### src/cofle_pkg.sv
// Shared constants and types for the card write / format load executor.
// Assumes a 125 MHz core clock and binary word addresses.
package cofle_pkg;

  // Clock rate and instruction timing
  localparam int CLK_MHZ     = 125;
  localparam int FETCH_US    = 90;
  localparam int EXEC_MIN_US = 8545;
  localparam int EXEC_MAX_US = 11940;
  localparam int FETCH_CYC   = FETCH_US * CLK_MHZ;
  localparam int EXEC_MIN_CYC = EXEC_MIN_US * CLK_MHZ;
  localparam int EXEC_MAX_CYC = EXEC_MAX_US * CLK_MHZ;
  localparam int TMR_W       = 21;

  // Storage and transfer geometry
  localparam int MEM_WORDS   = 4000;
  localparam int ADDR_W      = 16;
  localparam int WORD_DIGITS = 11;
  localparam int XFER_WORDS  = 29;
  localparam int CW_LAST_DIG = 9;  // Digits 2..10 of the last word
  localparam int FL_LAST_DIG = 7;  // Positions 309..315
  localparam int NUM_UNITS   = 10;

  // Operation codes (two decimal digits)
  localparam logic [7:0] OP_CARD_WRITE = 8'h61;
  localparam logic [7:0] OP_FMT_LOAD   = 8'h62;

  // Editing control stream codes presented by the buffer
  localparam logic [1:0] EC_SKIP  = 2'h0;
  localparam logic [1:0] EC_DIG   = 2'h1;
  localparam logic [1:0] EC_SIGN  = 2'h2;  // Pair 10
  localparam logic [1:0] EC_MERGE = 2'h3;  // Pair 11

  localparam logic [3:0] DIGIT_MAX  = 4'h9;
  localparam logic [3:0] FMT_BITS   = 4'h3;  // Two bits per band position
  localparam logic [2:0] BAND_FIRST = 3'h1;

  // Instruction word: sign, unit, unused, control, format, op, address
  typedef struct packed {
    logic [3:0]        sgn;
    logic [3:0]        unit;
    logic [3:0]        spare;
    logic [3:0]        ctl;
    logic [3:0]        fmt;
    logic [7:0]        op;
    logic [ADDR_W-1:0] addr;
  } cofle_instr_t;

  typedef enum logic [1:0] {
    ZN_NONE = 2'h0,
    ZN_11   = 2'h1,
    ZN_12   = 2'h2
  } cofle_zone_t;

  // One column or band position toward the buffer
  typedef struct packed {
    cofle_zone_t zone;
    logic        blank;
    logic [3:0]  num;
  } cofle_col_t;

  typedef struct packed {
    logic tmo;
    logic digit;
    logic unit;
    logic addr;
  } cofle_alarm_t;

endpackage

### src/cofle_exec.sv
// Execution sequencer for card write and format load instructions.
// Assumes storage answers a read one cycle after the strobe, and that the
// buffer pins (step, edit code, part-one end, last row, unit present) are
// asynchronous to the core clock.
//
// Chosen here: the plain strobed port.
`timescale 1ns/100ps

module cofle_exec #(
  parameter int FETCH_CYC    = cofle_pkg::FETCH_CYC,
  parameter int EXEC_MIN_CYC = cofle_pkg::EXEC_MIN_CYC,
  parameter int EXEC_MAX_CYC = cofle_pkg::EXEC_MAX_CYC,
  parameter int MEM_WORDS    = cofle_pkg::MEM_WORDS
) (
  input  wire logic                          MCLK_IN,
  input  wire logic                          RST_IN,
  input  wire logic                          START_IN,
  input  wire cofle_pkg::cofle_instr_t       INSTR_IN,
  input  wire logic [cofle_pkg::ADDR_W-1:0]  INDEX_IN,
  input  wire logic                          ALARM_CLR_IN,
  output logic                               MEM_RD_OUT,
  output logic [cofle_pkg::ADDR_W-1:0]       MEM_ADDR_OUT,
  input  wire logic [43:0]                   MEM_DATA_IN,
  input  wire logic                          BUF_STEP_IN,
  input  wire logic [1:0]                    BUF_EDIT_IN,
  input  wire logic                          BUF_P1_DONE_IN,
  input  wire logic                          BUF_LAST_ROW_IN,
  input  wire logic [cofle_pkg::NUM_UNITS-1:0] UNIT_PRESENT_IN,
  output cofle_pkg::cofle_col_t              BUF_COL_OUT,
  output logic                               BUF_COL_VLD_OUT,
  output logic [3:0]                         BUF_UNIT_OUT,
  output logic [2:0]                         BUF_BAND_OUT,
  output logic                               BUF_FMT_LOAD_OUT,
  output logic                               SUPPRESS_OUT,
  output logic                               LOCKOUT_OUT,
  output logic [4:0]                         RELAY_OUT,
  output logic                               SEND_OUT,
  output logic                               BUSY_OUT,
  output logic                               DONE_OUT,
  output cofle_pkg::cofle_alarm_t            ALARM_OUT
);

  localparam int SW = cofle_pkg::NUM_UNITS + 5;

  typedef enum logic [3:0] {
    ST_IDLE   = 4'h0,
    ST_FETCH  = 4'h1,
    ST_CHECK  = 4'h2,
    ST_LOAD   = 4'h3,
    ST_RD     = 4'h4,
    ST_CAP    = 4'h5,
    ST_XFER   = 4'h6,
    ST_POST   = 4'h7,
    ST_FINISH = 4'h8,
    ST_ALARM  = 4'h9
  } cofle_state_t;

  cofle_state_t                   state_q;
  cofle_pkg::cofle_instr_t        instr_q;
  logic [SW-1:0]                  sync1_q, sync2_q;
  logic                           step_prev_q, p1_prev_q;
  logic [cofle_pkg::TMR_W-1:0]    tmr_q;
  logic [cofle_pkg::ADDR_W-1:0]   e_q;
  logic [4:0]                     wleft_q;
  logic [3:0]                     dcnt_q;
  logic [43:0]                    data_q;
  logic                           blk_q;
  cofle_pkg::cofle_alarm_t        pend_q;
  logic                           is_cw;
  logic                           step_ev, p1_ev, last_row;
  logic [1:0]                     edit;
  logic [cofle_pkg::NUM_UNITS-1:0] present;
  logic [cofle_pkg::ADDR_W-1:0]   base_c;
  cofle_pkg::cofle_col_t          col_c;
  logic [1:0]                     take_c;
  logic                           bad_c;
  logic [3:0]                     lo_d, nx_d;
  cofle_pkg::cofle_zone_t         zone_c;

  // Two-stage synchroniser for every buffer-side pin
  always_ff @(posedge MCLK_IN) begin
    if (RST_IN) begin
      sync1_q <= '0;
      sync2_q <= '0;
    end else begin
      sync1_q <= {BUF_STEP_IN, BUF_P1_DONE_IN, BUF_LAST_ROW_IN, BUF_EDIT_IN, UNIT_PRESENT_IN};
      sync2_q <= sync1_q;
    end
  end

  // Edge detectors on the synchronised buffer clock and part-one end
  always_ff @(posedge MCLK_IN) begin
    if (RST_IN) begin
      step_prev_q <= 1'b0;
      p1_prev_q   <= 1'b0;
    end else begin
      step_prev_q <= sync2_q[SW-1];
      p1_prev_q   <= sync2_q[SW-2];
    end
  end

  assign step_ev  = sync2_q[SW-1] & ~step_prev_q;
  assign p1_ev    = sync2_q[SW-2] & ~p1_prev_q;
  assign last_row = sync2_q[SW-3];
  assign edit     = sync2_q[SW-4:SW-5];
  assign present  = sync2_q[cofle_pkg::NUM_UNITS-1:0];
  assign is_cw    = (instr_q.op == cofle_pkg::OP_CARD_WRITE);
  assign lo_d     = data_q[3:0];
  assign nx_d     = data_q[7:4];
  // Index modification of the base address
  assign base_c   = instr_q.sgn[0] ? cofle_pkg::ADDR_W'(instr_q.addr + INDEX_IN) : instr_q.addr;

  // Sign zone: 1 always punches 11, 0 punches 12 unless suppressed
  always_comb begin
    if (nx_d[0] && edit == cofle_pkg::EC_MERGE) begin
      zone_c = cofle_pkg::ZN_11;
    end else if (lo_d[0] && edit == cofle_pkg::EC_SIGN) begin
      zone_c = cofle_pkg::ZN_11;
    end else if (SUPPRESS_OUT) begin
      zone_c = cofle_pkg::ZN_NONE;
    end else begin
      zone_c = cofle_pkg::ZN_12;
    end
  end

  // Column edit for one buffer step
  always_comb begin
    col_c  = '{zone: cofle_pkg::ZN_NONE, blank: 1'b0, num: lo_d};
    take_c = 2'h1;
    bad_c  = (lo_d > cofle_pkg::DIGIT_MAX);
    if (!is_cw) begin
      col_c.num = lo_d & cofle_pkg::FMT_BITS;
    end else begin
      case (edit)
        cofle_pkg::EC_SKIP: begin
          col_c.blank = 1'b1;
          take_c      = 2'h0;
          bad_c       = 1'b0;
        end
        cofle_pkg::EC_SIGN: begin
          col_c.zone  = zone_c;
          col_c.blank = 1'b1;
        end
        cofle_pkg::EC_MERGE: begin
          col_c.zone = zone_c;
          take_c     = (dcnt_q > 4'h1) ? 2'h2 : 2'h1;
          bad_c      = bad_c | ((dcnt_q > 4'h1) && (nx_d > cofle_pkg::DIGIT_MAX));
        end
        default: begin
          take_c = 2'h1;
        end
      endcase
    end
  end

  // Instruction sequencing, address counter and digit shifting
  always_ff @(posedge MCLK_IN) begin
    if (RST_IN) begin
      state_q         <= ST_IDLE;
      instr_q         <= '0;
      tmr_q           <= '0;
      e_q             <= '0;
      wleft_q         <= '0;
      dcnt_q          <= '0;
      data_q          <= '0;
      blk_q           <= 1'b0;
      pend_q          <= '0;
      ALARM_OUT       <= '0;
      MEM_RD_OUT      <= 1'b0;
      MEM_ADDR_OUT    <= '0;
      BUF_COL_OUT     <= '0;
      BUF_COL_VLD_OUT <= 1'b0;
      SEND_OUT        <= 1'b0;
      DONE_OUT        <= 1'b0;
    end else begin
      MEM_RD_OUT      <= 1'b0;
      BUF_COL_VLD_OUT <= 1'b0;
      SEND_OUT        <= 1'b0;
      DONE_OUT        <= 1'b0;
      tmr_q           <= tmr_q + 1'b1;
      case (state_q)
        ST_IDLE: begin
          tmr_q <= '0;
          if (START_IN && (INSTR_IN.op == cofle_pkg::OP_CARD_WRITE ||
                           INSTR_IN.op == cofle_pkg::OP_FMT_LOAD)) begin
            instr_q <= INSTR_IN;
            state_q <= ST_FETCH;
          end
        end
        ST_FETCH: begin
          if (tmr_q == cofle_pkg::TMR_W'(FETCH_CYC - 1)) begin
            tmr_q   <= '0;
            state_q <= ST_CHECK;
          end
        end
        ST_CHECK: begin
          e_q     <= base_c;
          wleft_q <= 5'(cofle_pkg::XFER_WORDS);
          blk_q   <= 1'b0;
          pend_q  <= '0;
          if (instr_q.unit > 4'(cofle_pkg::NUM_UNITS - 1) || !present[instr_q.unit]) begin
            ALARM_OUT.unit <= 1'b1;
            state_q        <= ST_ALARM;
          end else begin
            state_q <= ST_LOAD;
          end
        end
        ST_LOAD: begin
          if (e_q >= cofle_pkg::ADDR_W'(MEM_WORDS)) begin
            pend_q.addr <= 1'b1;
            blk_q       <= 1'b1;
            state_q     <= ST_XFER;
          end else begin
            MEM_RD_OUT   <= 1'b1;
            MEM_ADDR_OUT <= e_q;
            state_q      <= ST_RD;
          end
        end
        ST_RD: begin
          state_q <= ST_CAP;
        end
        ST_CAP: begin
          wleft_q <= wleft_q - 1'b1;
          // Decrement modulo installed storage
          e_q <= (e_q == '0) ? cofle_pkg::ADDR_W'(MEM_WORDS - 1) : e_q - 1'b1;
          if (wleft_q == 5'h1 && is_cw) begin
            data_q <= MEM_DATA_IN >> (4 * (cofle_pkg::WORD_DIGITS - cofle_pkg::CW_LAST_DIG));
            dcnt_q <= 4'(cofle_pkg::CW_LAST_DIG);
          end else if (wleft_q == 5'h1) begin
            data_q <= MEM_DATA_IN >> (4 * (cofle_pkg::WORD_DIGITS - cofle_pkg::FL_LAST_DIG));
            dcnt_q <= 4'(cofle_pkg::FL_LAST_DIG);
          end else begin
            data_q <= MEM_DATA_IN;
            dcnt_q <= 4'(cofle_pkg::WORD_DIGITS);
          end
          state_q <= ST_XFER;
        end
        ST_XFER: begin
          if (tmr_q >= cofle_pkg::TMR_W'(EXEC_MAX_CYC - 1)) begin
            ALARM_OUT.tmo <= 1'b1;
            state_q       <= ST_ALARM;
          end else if (p1_ev) begin
            state_q <= ST_POST;
          end else if (!blk_q && dcnt_q == 4'h0) begin
            if (wleft_q == 5'h0) begin
              blk_q <= 1'b1;
            end else begin
              state_q <= ST_LOAD;
            end
          end else if (!blk_q && step_ev) begin
            if (bad_c) begin
              pend_q.digit <= 1'b1;
              blk_q        <= 1'b1;
            end else begin
              BUF_COL_OUT     <= col_c;
              BUF_COL_VLD_OUT <= 1'b1;
              dcnt_q          <= dcnt_q - 4'(take_c);
              data_q          <= data_q >> (4 * take_c);
            end
          end
        end
        ST_POST: begin
          SEND_OUT <= is_cw;
          if (pend_q != '0) begin
            ALARM_OUT <= pend_q;
            state_q   <= ST_ALARM;
          end else begin
            state_q <= ST_FINISH;
          end
        end
        ST_FINISH: begin
          if (tmr_q >= cofle_pkg::TMR_W'(EXEC_MIN_CYC - 1)) begin
            DONE_OUT <= 1'b1;
            state_q  <= ST_IDLE;
          end
        end
        ST_ALARM: begin
          tmr_q <= '0;
          if (ALARM_CLR_IN) begin
            ALARM_OUT <= '0;
            state_q   <= ST_IDLE;
          end
        end
        default: begin
          state_q <= ST_IDLE;
        end
      endcase
    end
  end

  // Unit, band, suppression and lockout selection from the instruction
  always_ff @(posedge MCLK_IN) begin
    if (RST_IN) begin
      BUF_UNIT_OUT     <= '0;
      BUF_BAND_OUT     <= cofle_pkg::BAND_FIRST;
      BUF_FMT_LOAD_OUT <= 1'b0;
      SUPPRESS_OUT     <= 1'b0;
      LOCKOUT_OUT      <= 1'b0;
      BUSY_OUT         <= 1'b0;
    end else begin
      BUSY_OUT <= (state_q != ST_IDLE) && (state_q != ST_ALARM);
      if (state_q == ST_CHECK) begin
        BUF_UNIT_OUT     <= instr_q.unit;
        BUF_BAND_OUT     <= 3'(instr_q.fmt[3:1] + cofle_pkg::BAND_FIRST);
        BUF_FMT_LOAD_OUT <= !is_cw;
        SUPPRESS_OUT     <= is_cw && !instr_q.fmt[0];
        if (!is_cw) begin
          LOCKOUT_OUT <= instr_q.fmt[0];
        end
      end
    end
  end

  // Printer control relays, held until the last row leaves
  always_ff @(posedge MCLK_IN) begin
    if (RST_IN) begin
      RELAY_OUT <= '0;
    end else if (state_q == ST_CHECK && is_cw) begin
      case (instr_q.ctl)
        4'h1:    RELAY_OUT <= 5'h01;
        4'h2:    RELAY_OUT <= 5'h02;
        4'h3:    RELAY_OUT <= 5'h04;
        4'h4:    RELAY_OUT <= 5'h08;
        4'h5:    RELAY_OUT <= 5'h10;
        4'h6:    RELAY_OUT <= 5'h0a;
        4'h7:    RELAY_OUT <= 5'h14;
        4'h9:    RELAY_OUT <= 5'h01;
        default: RELAY_OUT <= 5'h00;
      endcase
    end else if (last_row) begin
      RELAY_OUT <= '0;
    end
  end

endmodule

### config.mk
export PLATFORM = sky130hd
export DESIGN_NAME = cofle_exec
export DESIGN_NICKNAME = d
export VERILOG_FILES = /design/src/cofle_pkg.sv /design/src/cofle_exec.sv
export SDC_FILE = /design/constraint.sdc
export NUM_CORES = 1
export LEC_CHECK = 0
export BUFFER_PORTS_ARGS = -buffer_cell sky130_fd_sc_hd__buf_2
export CORE_ASPECT_RATIO = 0.75
export CORE_MARGIN = 2
export CORE_UTILIZATION = 45
export CTS_CLUSTER_SIZE = 28
export DETAILED_ROUTE_END_ITERATION = 8
export GPL_TIMING_DRIVEN = 1
export PLACE_DENSITY = 0.65
export SLEW_MARGIN = 20
export SYNTH_ARGS = -nofsm -noshare
export SYNTH_HDL_FRONTEND = slang
export SYNTH_SLANG_ARGS = --single-unit
### constraint.sdc
create_clock -name MCLK_IN -period 3.5 [get_ports MCLK_IN]
set_input_delay 0.7 -clock MCLK_IN [delete_from_list [all_inputs] [get_ports MCLK_IN]]
set_output_delay 0.7 -clock MCLK_IN [all_outputs]
set_load 0.01 [all_outputs]
# [Word-level counts from Yosys, hierarchy flattened]
# Memories as Yosys holds them, arrays and structs flattened. A register that Yosys moved wholly into a read port is not among the register bits.
# Cells that the tools add are included.
[op_classes] n_addsub=6 magnitude_cmp=8 n_bitwise=16 n_reduce_logical=51 mux=75 eq_ne=36 n_shift=1
[ops] cell="$mux W44" n=7
[ops] cell="$pmux W44 S2" n=1
[ops] cell="$mux W4" n=20
[ops] cell="$shr A44 B4 Y44" n=1
[ops] cell="$ge A21 B21 Y1 const B" n=2
[ops] cell="$pmux W21 S2" n=1
[ops] cell="$pmux W4 S10" n=1
[ops] cell="$mux W16" n=2
[ops] cell="$pmux W16 S2" n=1
[ops] cell="$ne A2 B2 Y1 const B" n=14
[ops] cell="$eq A8 B7 Y1 const B" n=3
[ops] cell="$reduce_and A6 Y1" n=4
[ops] cell="$add A21 B1 Y21 const B" n=1
[ops] cell="$eq A21 B14 Y1 const B" n=1
[ops] cell="$mux W21" n=1
[ops] cell="$mux W1" n=19
[ops] cell="$add A16 B16 Y16" n=1
[ops] cell="$eq A4 B3 Y1 const B" n=4
[ops] cell="$ge A16 B12 Y1 const B" n=1
[ops] cell="$logic_not A16 Y1" n=1
[ops] cell="$sub A16 B1 Y16 const B" n=1
[ops] cell="$mux W2" n=7
[ops] cell="$not A1 Y1" n=13
[ops] cell="$gt A4 B4 Y1 const B" n=3
[ops] cell="other kinds (37)" n=83
[word_totals] memories=1 mem_bits_ro=80 inputBits=123 register_bits=213 out_inout_bits=47 wordCells=232
[mem_list] name="(no name shown)" depth=16 word_bits=5 read_ports=1 rd_ports_with_merged_regs=1 wr=0 line_no="cofle_exec.sv:319" text="case (instr_q.ctl)"

# [Logic depth before layout (Yosys ltp)]
[logic_depth] ltp_word=11 ltp_mapped=12 depth_no_buf=11

# [Worst setup path after synthesis]
# Ideal clock, no wire load.
[synth_timing] kind="register to register" start="register instr_q[23] (netlist name)" end="register dcnt_q[1]" stages_incl_launch_ff=10 synth_period_minus_slack_ns=2.620 setup_slack_ns=0.880 t_required_ns=3.430 path_buffers=1 setup_time_ns=0.070 arrival_time_ns=2.550 path_cell_list="dfxtp_1 > or4b_1 > nor4_4 > inv_2 > clkbuf_1 > ha_1 > fa_1 > o21ai_0 > o211ai_1 > a21oi_1"
[synth_via] elab_chain_len=9 word_cells_on_any_way=14 classes_between="1 x add/sub; 2 x eq/ne; 9 x mux; 2 x reduce/logical"
[synth_lines] element="start, declared" line_no="cofle_exec.sv:59" text="cofle_pkg::cofle_instr_t instr_q;"
[synth_lines] element="start signal, assigned" line_no="cofle_exec.sv:160" text="instr_q <= '0;"
[synth_lines] element="start signal, assigned" line_no="cofle_exec.sv:186" text="instr_q <= INSTR_IN;"
[synth_lines] element="$eq A8 B7 Y1 *" line_no="cofle_exec.sv:107" text="assign is_cw = (instr_q.op == cofle_pkg::OP_CARD_WRITE);"
[synth_lines] element="$mux W2" line_no="cofle_exec.sv:131" text="if (!is_cw) begin"
[synth_lines] element="$sub A4 B2 Y4" line_no="cofle_exec.sv:257" text="dcnt_q <= dcnt_q - 4'(take_c);"
[synth_lines] element="$mux W4" line_no="cofle_exec.sv:251" text="if (bad_c) begin"
[synth_lines] element="$mux W4" line_no="cofle_exec.sv:250" text="end else if (!blk_q && step_ev) begin"
[synth_lines] element="$mux W4" line_no="cofle_exec.sv:244" text="end else if (!blk_q && dcnt_q == 4'h0) begin"
[synth_lines] element="$mux W4" line_no="cofle_exec.sv:242" text="end else if (p1_ev) begin"
[synth_lines] element="$mux W4" line_no="cofle_exec.sv:239" text="if (tmr_q >= cofle_pkg::TMR_W'(EXEC_MAX_CYC - 1)) begin"
[synth_lines] element="$pmux W4 S2" line_no="cofle_exec.sv:181" text="case (state_q)"
[synth_lines] element="end signal, assigned" line_no="cofle_exec.sv:231" text="dcnt_q <= 4'(cofle_pkg::FL_LAST_DIG);"
[synth_lines] element="end signal, assigned" line_no="cofle_exec.sv:234" text="dcnt_q <= 4'(cofle_pkg::WORD_DIGITS);"
[synth_lines] element="end signal, assigned" line_no="cofle_exec.sv:257"
[synth_lines] element="end, declared" line_no="cofle_exec.sv:65" text="logic [3:0] dcnt_q;"
# Mark *: on every way between the ends. The rest lies on a longest branch, timed or not. The select of a mux whose other input is x is not followed.
# A chain may end at the register's enable or synchronous reset.

# [Worst setup path after layout]
[layout_timing] start="register tmr_q[2] (netlist name)" end="register data_q[27]"
[layout_via] elab_chain_len=3
[layout_lines] element="start, declared" line_no="cofle_exec.sv:62" text="logic [cofle_pkg::TMR_W-1:0] tmr_q;"
[layout_lines] element="start signal, assigned" line_no="cofle_exec.sv:180" text="tmr_q <= tmr_q + 1'b1;"
[layout_lines] element="$ge A21 B21 Y1" line_no="cofle_exec.sv:239"
[layout_lines] element="$ne A2 B2 Y1 (no line)"
[layout_lines] element="$reduce_and A6 Y1 (no line)"
[layout_lines] element="end signal, assigned" line_no="cofle_exec.sv:227" text="data_q <= MEM_DATA_IN >> (4 * (cofle_pkg::WORD_DIGITS - cofle_pkg::CW_LAST_DIG));"
[layout_lines] element="end signal, assigned" line_no="cofle_exec.sv:230" text="data_q <= MEM_DATA_IN >> (4 * (cofle_pkg::WORD_DIGITS - cofle_pkg::FL_LAST_DIG));"
[layout_lines] element="end signal, assigned" line_no="cofle_exec.sv:258" text="data_q <= data_q >> (4 * take_c);"
[layout_lines] element="end, declared" line_no="cofle_exec.sv:66" text="logic [43:0] data_q;"
# Every way passes these cells.

==> impl_metrics.yaml <==
synth:
  synth.distinct_cells: 76
  synthMuxAreaShare_pct: 3.86
  synth_commonest_cells: "nand2_1 (263), dfxtp_1 (218), a21oi_1 (159), nor2_1 (122), clkbuf_1 (91)"
  yosysTopAreaCellShare_pct: 37.5
  avgSynthCellArea_um2: 7.83
  synth_nets: 1642
  synth_area_mm2: 0.0116
  synth-seq-cells: 218
  synth_compound_area_share_pct: 23.2
  synth_edf_count: 0
  async_flop_share_pct: 0
  synthAdderAreaFrac_pct: 3.46
  yosysSeqAreaShare_pct: 37.5
  synth_top_flop_cell: "dfxtp_1"
  synth_area_leaders: "dfxtp_1 (37%), nand2_1 (8.5%), a21oi_1 (6.8%)"
  yosysTopAreaCell: "dfxtp_1"
  yosysMostFrequentCell: "nand2_1"
  postSynthCellCount: 1488
  synth_top_family_by_area: "simple AND/OR/NAND/NOR gates"
  yosys.area_share.simple_pct: 25.3
  synthXorXnorAreaFrac_pct: 2.11
  ys_warn_count: 0
critical_path:
  cp.required_ns: 3.87
  endpoint_kind: "register"
  cp.arrival_ns: 3.23
  path_class: "register to register"
  critical_path.startpoint_type: "register"
  crit_fanout: 14
outcome:
  status: "completed"
route:
  drc: 0
  vias: 11279
  wl_per_cell_um: 17.4
  drt_iter0_markers: 1122
  vias_per_cell: 5.77
  ant_nets: 0
  drtPass1Iterations: 7
  drt_wl_total_um: 34100
clock_tree:
  insertion_delay_ns: 0.52
  cts_resized: 0
  post_cts_buffers: 0
  ctsHoldBuffers: 0
  cts_sinks: 218
  root_buffer: "clkbuf_16"
  cts.path.max_buffers: 3
  clk_pin_slew_worst_paths_ns: 0.07
  cts-buffers-inserted: 23
  htreeDepth: 1
  cts_tree: "built"
sta:
  maxSlewHeadroom_pct: 40.2
  skew_ns: 0.0198
  setup_viol: 0
  clock.fmax_mhz: 350
  setup_ws_ns: 0.641
  tightest_slew_ns: 0.896
  fin_tns_setup_ns: 0
  slew_viol_final: 0
  finalCritPeriodShare_pct: 81.7
  holdWs_ns: 0.390
  hold_violations: 0
  min_period_ns: 2.86
  rsz0062_at_grt: "no"
layout:
  finalNonFillerCells: 1954
  final_nets: 1754
  diodes: 0
  final_area_mm2: 0.0136
  syn2layout_area_growth_pct: 16.6
  fill_cells: 2420
  drive_above_1_share_pct: 16.3
  utilization_pct: 53.9
power:
  vdd_drop_max_mv: 0.386
  power_leakage_nw: 5.25
  power_mw: 5.44
  p_per_area_mw_per_mm2: 400
place:
  port_buffers: 162
  dp_slack_ns: 0.636
  dp.cells: 1913
  hpwl_um: 24000
  place.gp.congestion: 0.877
  placed_area_mm2: 0.0128
global_route:
  grt.total_usage_pct: 24.5
  antenna_found_initial: 0
  gr-total-overflow: 0
  grt_pass1_wl_um: 54400
  grt_pass1_vias: 10074
  grt_max_degree: 87
die:
  ioPinCount: 170
  rows: 50
  core_area_mm2: 0.0252
  die_x_um: 190
  dieArea_mm2: 0.0272
  fp.dieH_um: 143
  initial_core_util_pct: 46.2
worst_hold_path:
  hold_path_class: "primary input to register"
job:
  cap_violations: 0
-- cells in the final DEF, fill, tap and decap left out, drive strengths merged, types with 15 or more instances in the layout --
| cell | synthesis | layout |
|---|---|---|
| o21ai | 61 | 61 |
| nand3 | 24 | 24 |
| clkbuf | 91 | 30 |
| nand2 | 263 | 263 |
| a311oi | 17 | 17 |
| nor3 | 38 | 38 |
| inv | 28 | 29 |
| xor2 | 16 | 16 |
| dfxtp | 218 | 218 |
| a31oi | 28 | 28 |
| mux2i | 37 | 37 |
| nor2b | 47 | 47 |
| ha | 29 | 29 |
| nor2 | 122 | 122 |
| and3 | 15 | 15 |
| buf | 17 | 195 |
| nor3b | 15 | 15 |
| a21oi | 159 | 159 |
| a211oi | 44 | 44 |
-- metal layers --
metal	wire length (um)	part of all wire, %	vias to the layer above	GRT usage (%)
met1	16800	49	5206	37.7
met5	0	0	-	0
met3	3240	9.5	43	5.81
li1	-	-	5584	-
met2	13500	39	446	34.3
met4	569	1.7	0	5.18
-- worst max-delay path: stages (launching register included) --
cell      delay [ns]
dfxtp_1         0.38
nor4b_1         0.42
nand3b_1        0.15
a31oi_1         0.48
nand3_1         0.64
buf_4           0.42
a21oi_1         0.16
a311oi_1        0.07
-- state kept, by name (all words and copies together) (netlist names), 3 cells and up, named ones only --
register,count
RELAY_OUT,5
ALARM_OUT,4
e_q,16
instr_q,37
BUF_UNIT_OUT,4
BUF_BAND_OUT,3
wleft_q,5
dcnt_q,4
sync2_q,15
sync1_q,15
state_q,4
tmr_q,21
BUF_COL_OUT,7
data_q,44
MEM_ADDR_OUT,16
-- where the power goes --
part	switching [mW]	internal, mW	leakage, nW
clock	1.03	1.52	0.375
sequential	0.0306	2.51	1.76
combinational	0.201	0.147	3.11
total	1.26	4.18	5.25
-- cells by family (layout without fill, tap and decap cells) --
group                    count (synthesis)  after routing
buffers and inverters                  136            264
flip-flops                             218            218
AND/OR/NAND/NOR                        615            615
multiplexers                            42             42
XOR/XNOR                                28             28
adder cells (fa/ha/maj)                 31             31
AO/OA/AOI/OAI                          418            418
-- final timing paths --
kind                       start           to  slack [ns]  cells past startpoint
setup / recovery        tmr_q[2]   data_q[27]        0.64                      7
hold / removal    BUF_EDIT_IN[1]  sync1_q[11]        0.39                      2
setup reg to reg        tmr_q[2]   data_q[27]        0.64                      7
hold reg to reg       sync1_q[3]   sync2_q[3]        0.44                      1
-- cell type report --
cell class | count | area, um^2 | share of cell area (%)
multi-input cells | 1134 | 6810 | 50.2
flip-flops and latches | 218 | 4360 | 32.1
repair buffers | 195 | 1090 | 8.00
clock buffers | 30 | 642 | 4.73
well taps | 338 | 423 | 3.11
clock inverters | 11 | 148 | 1.09
inverters | 28 | 105 | 0.774
Note: power is estimated with default switching activity, not from simulation.
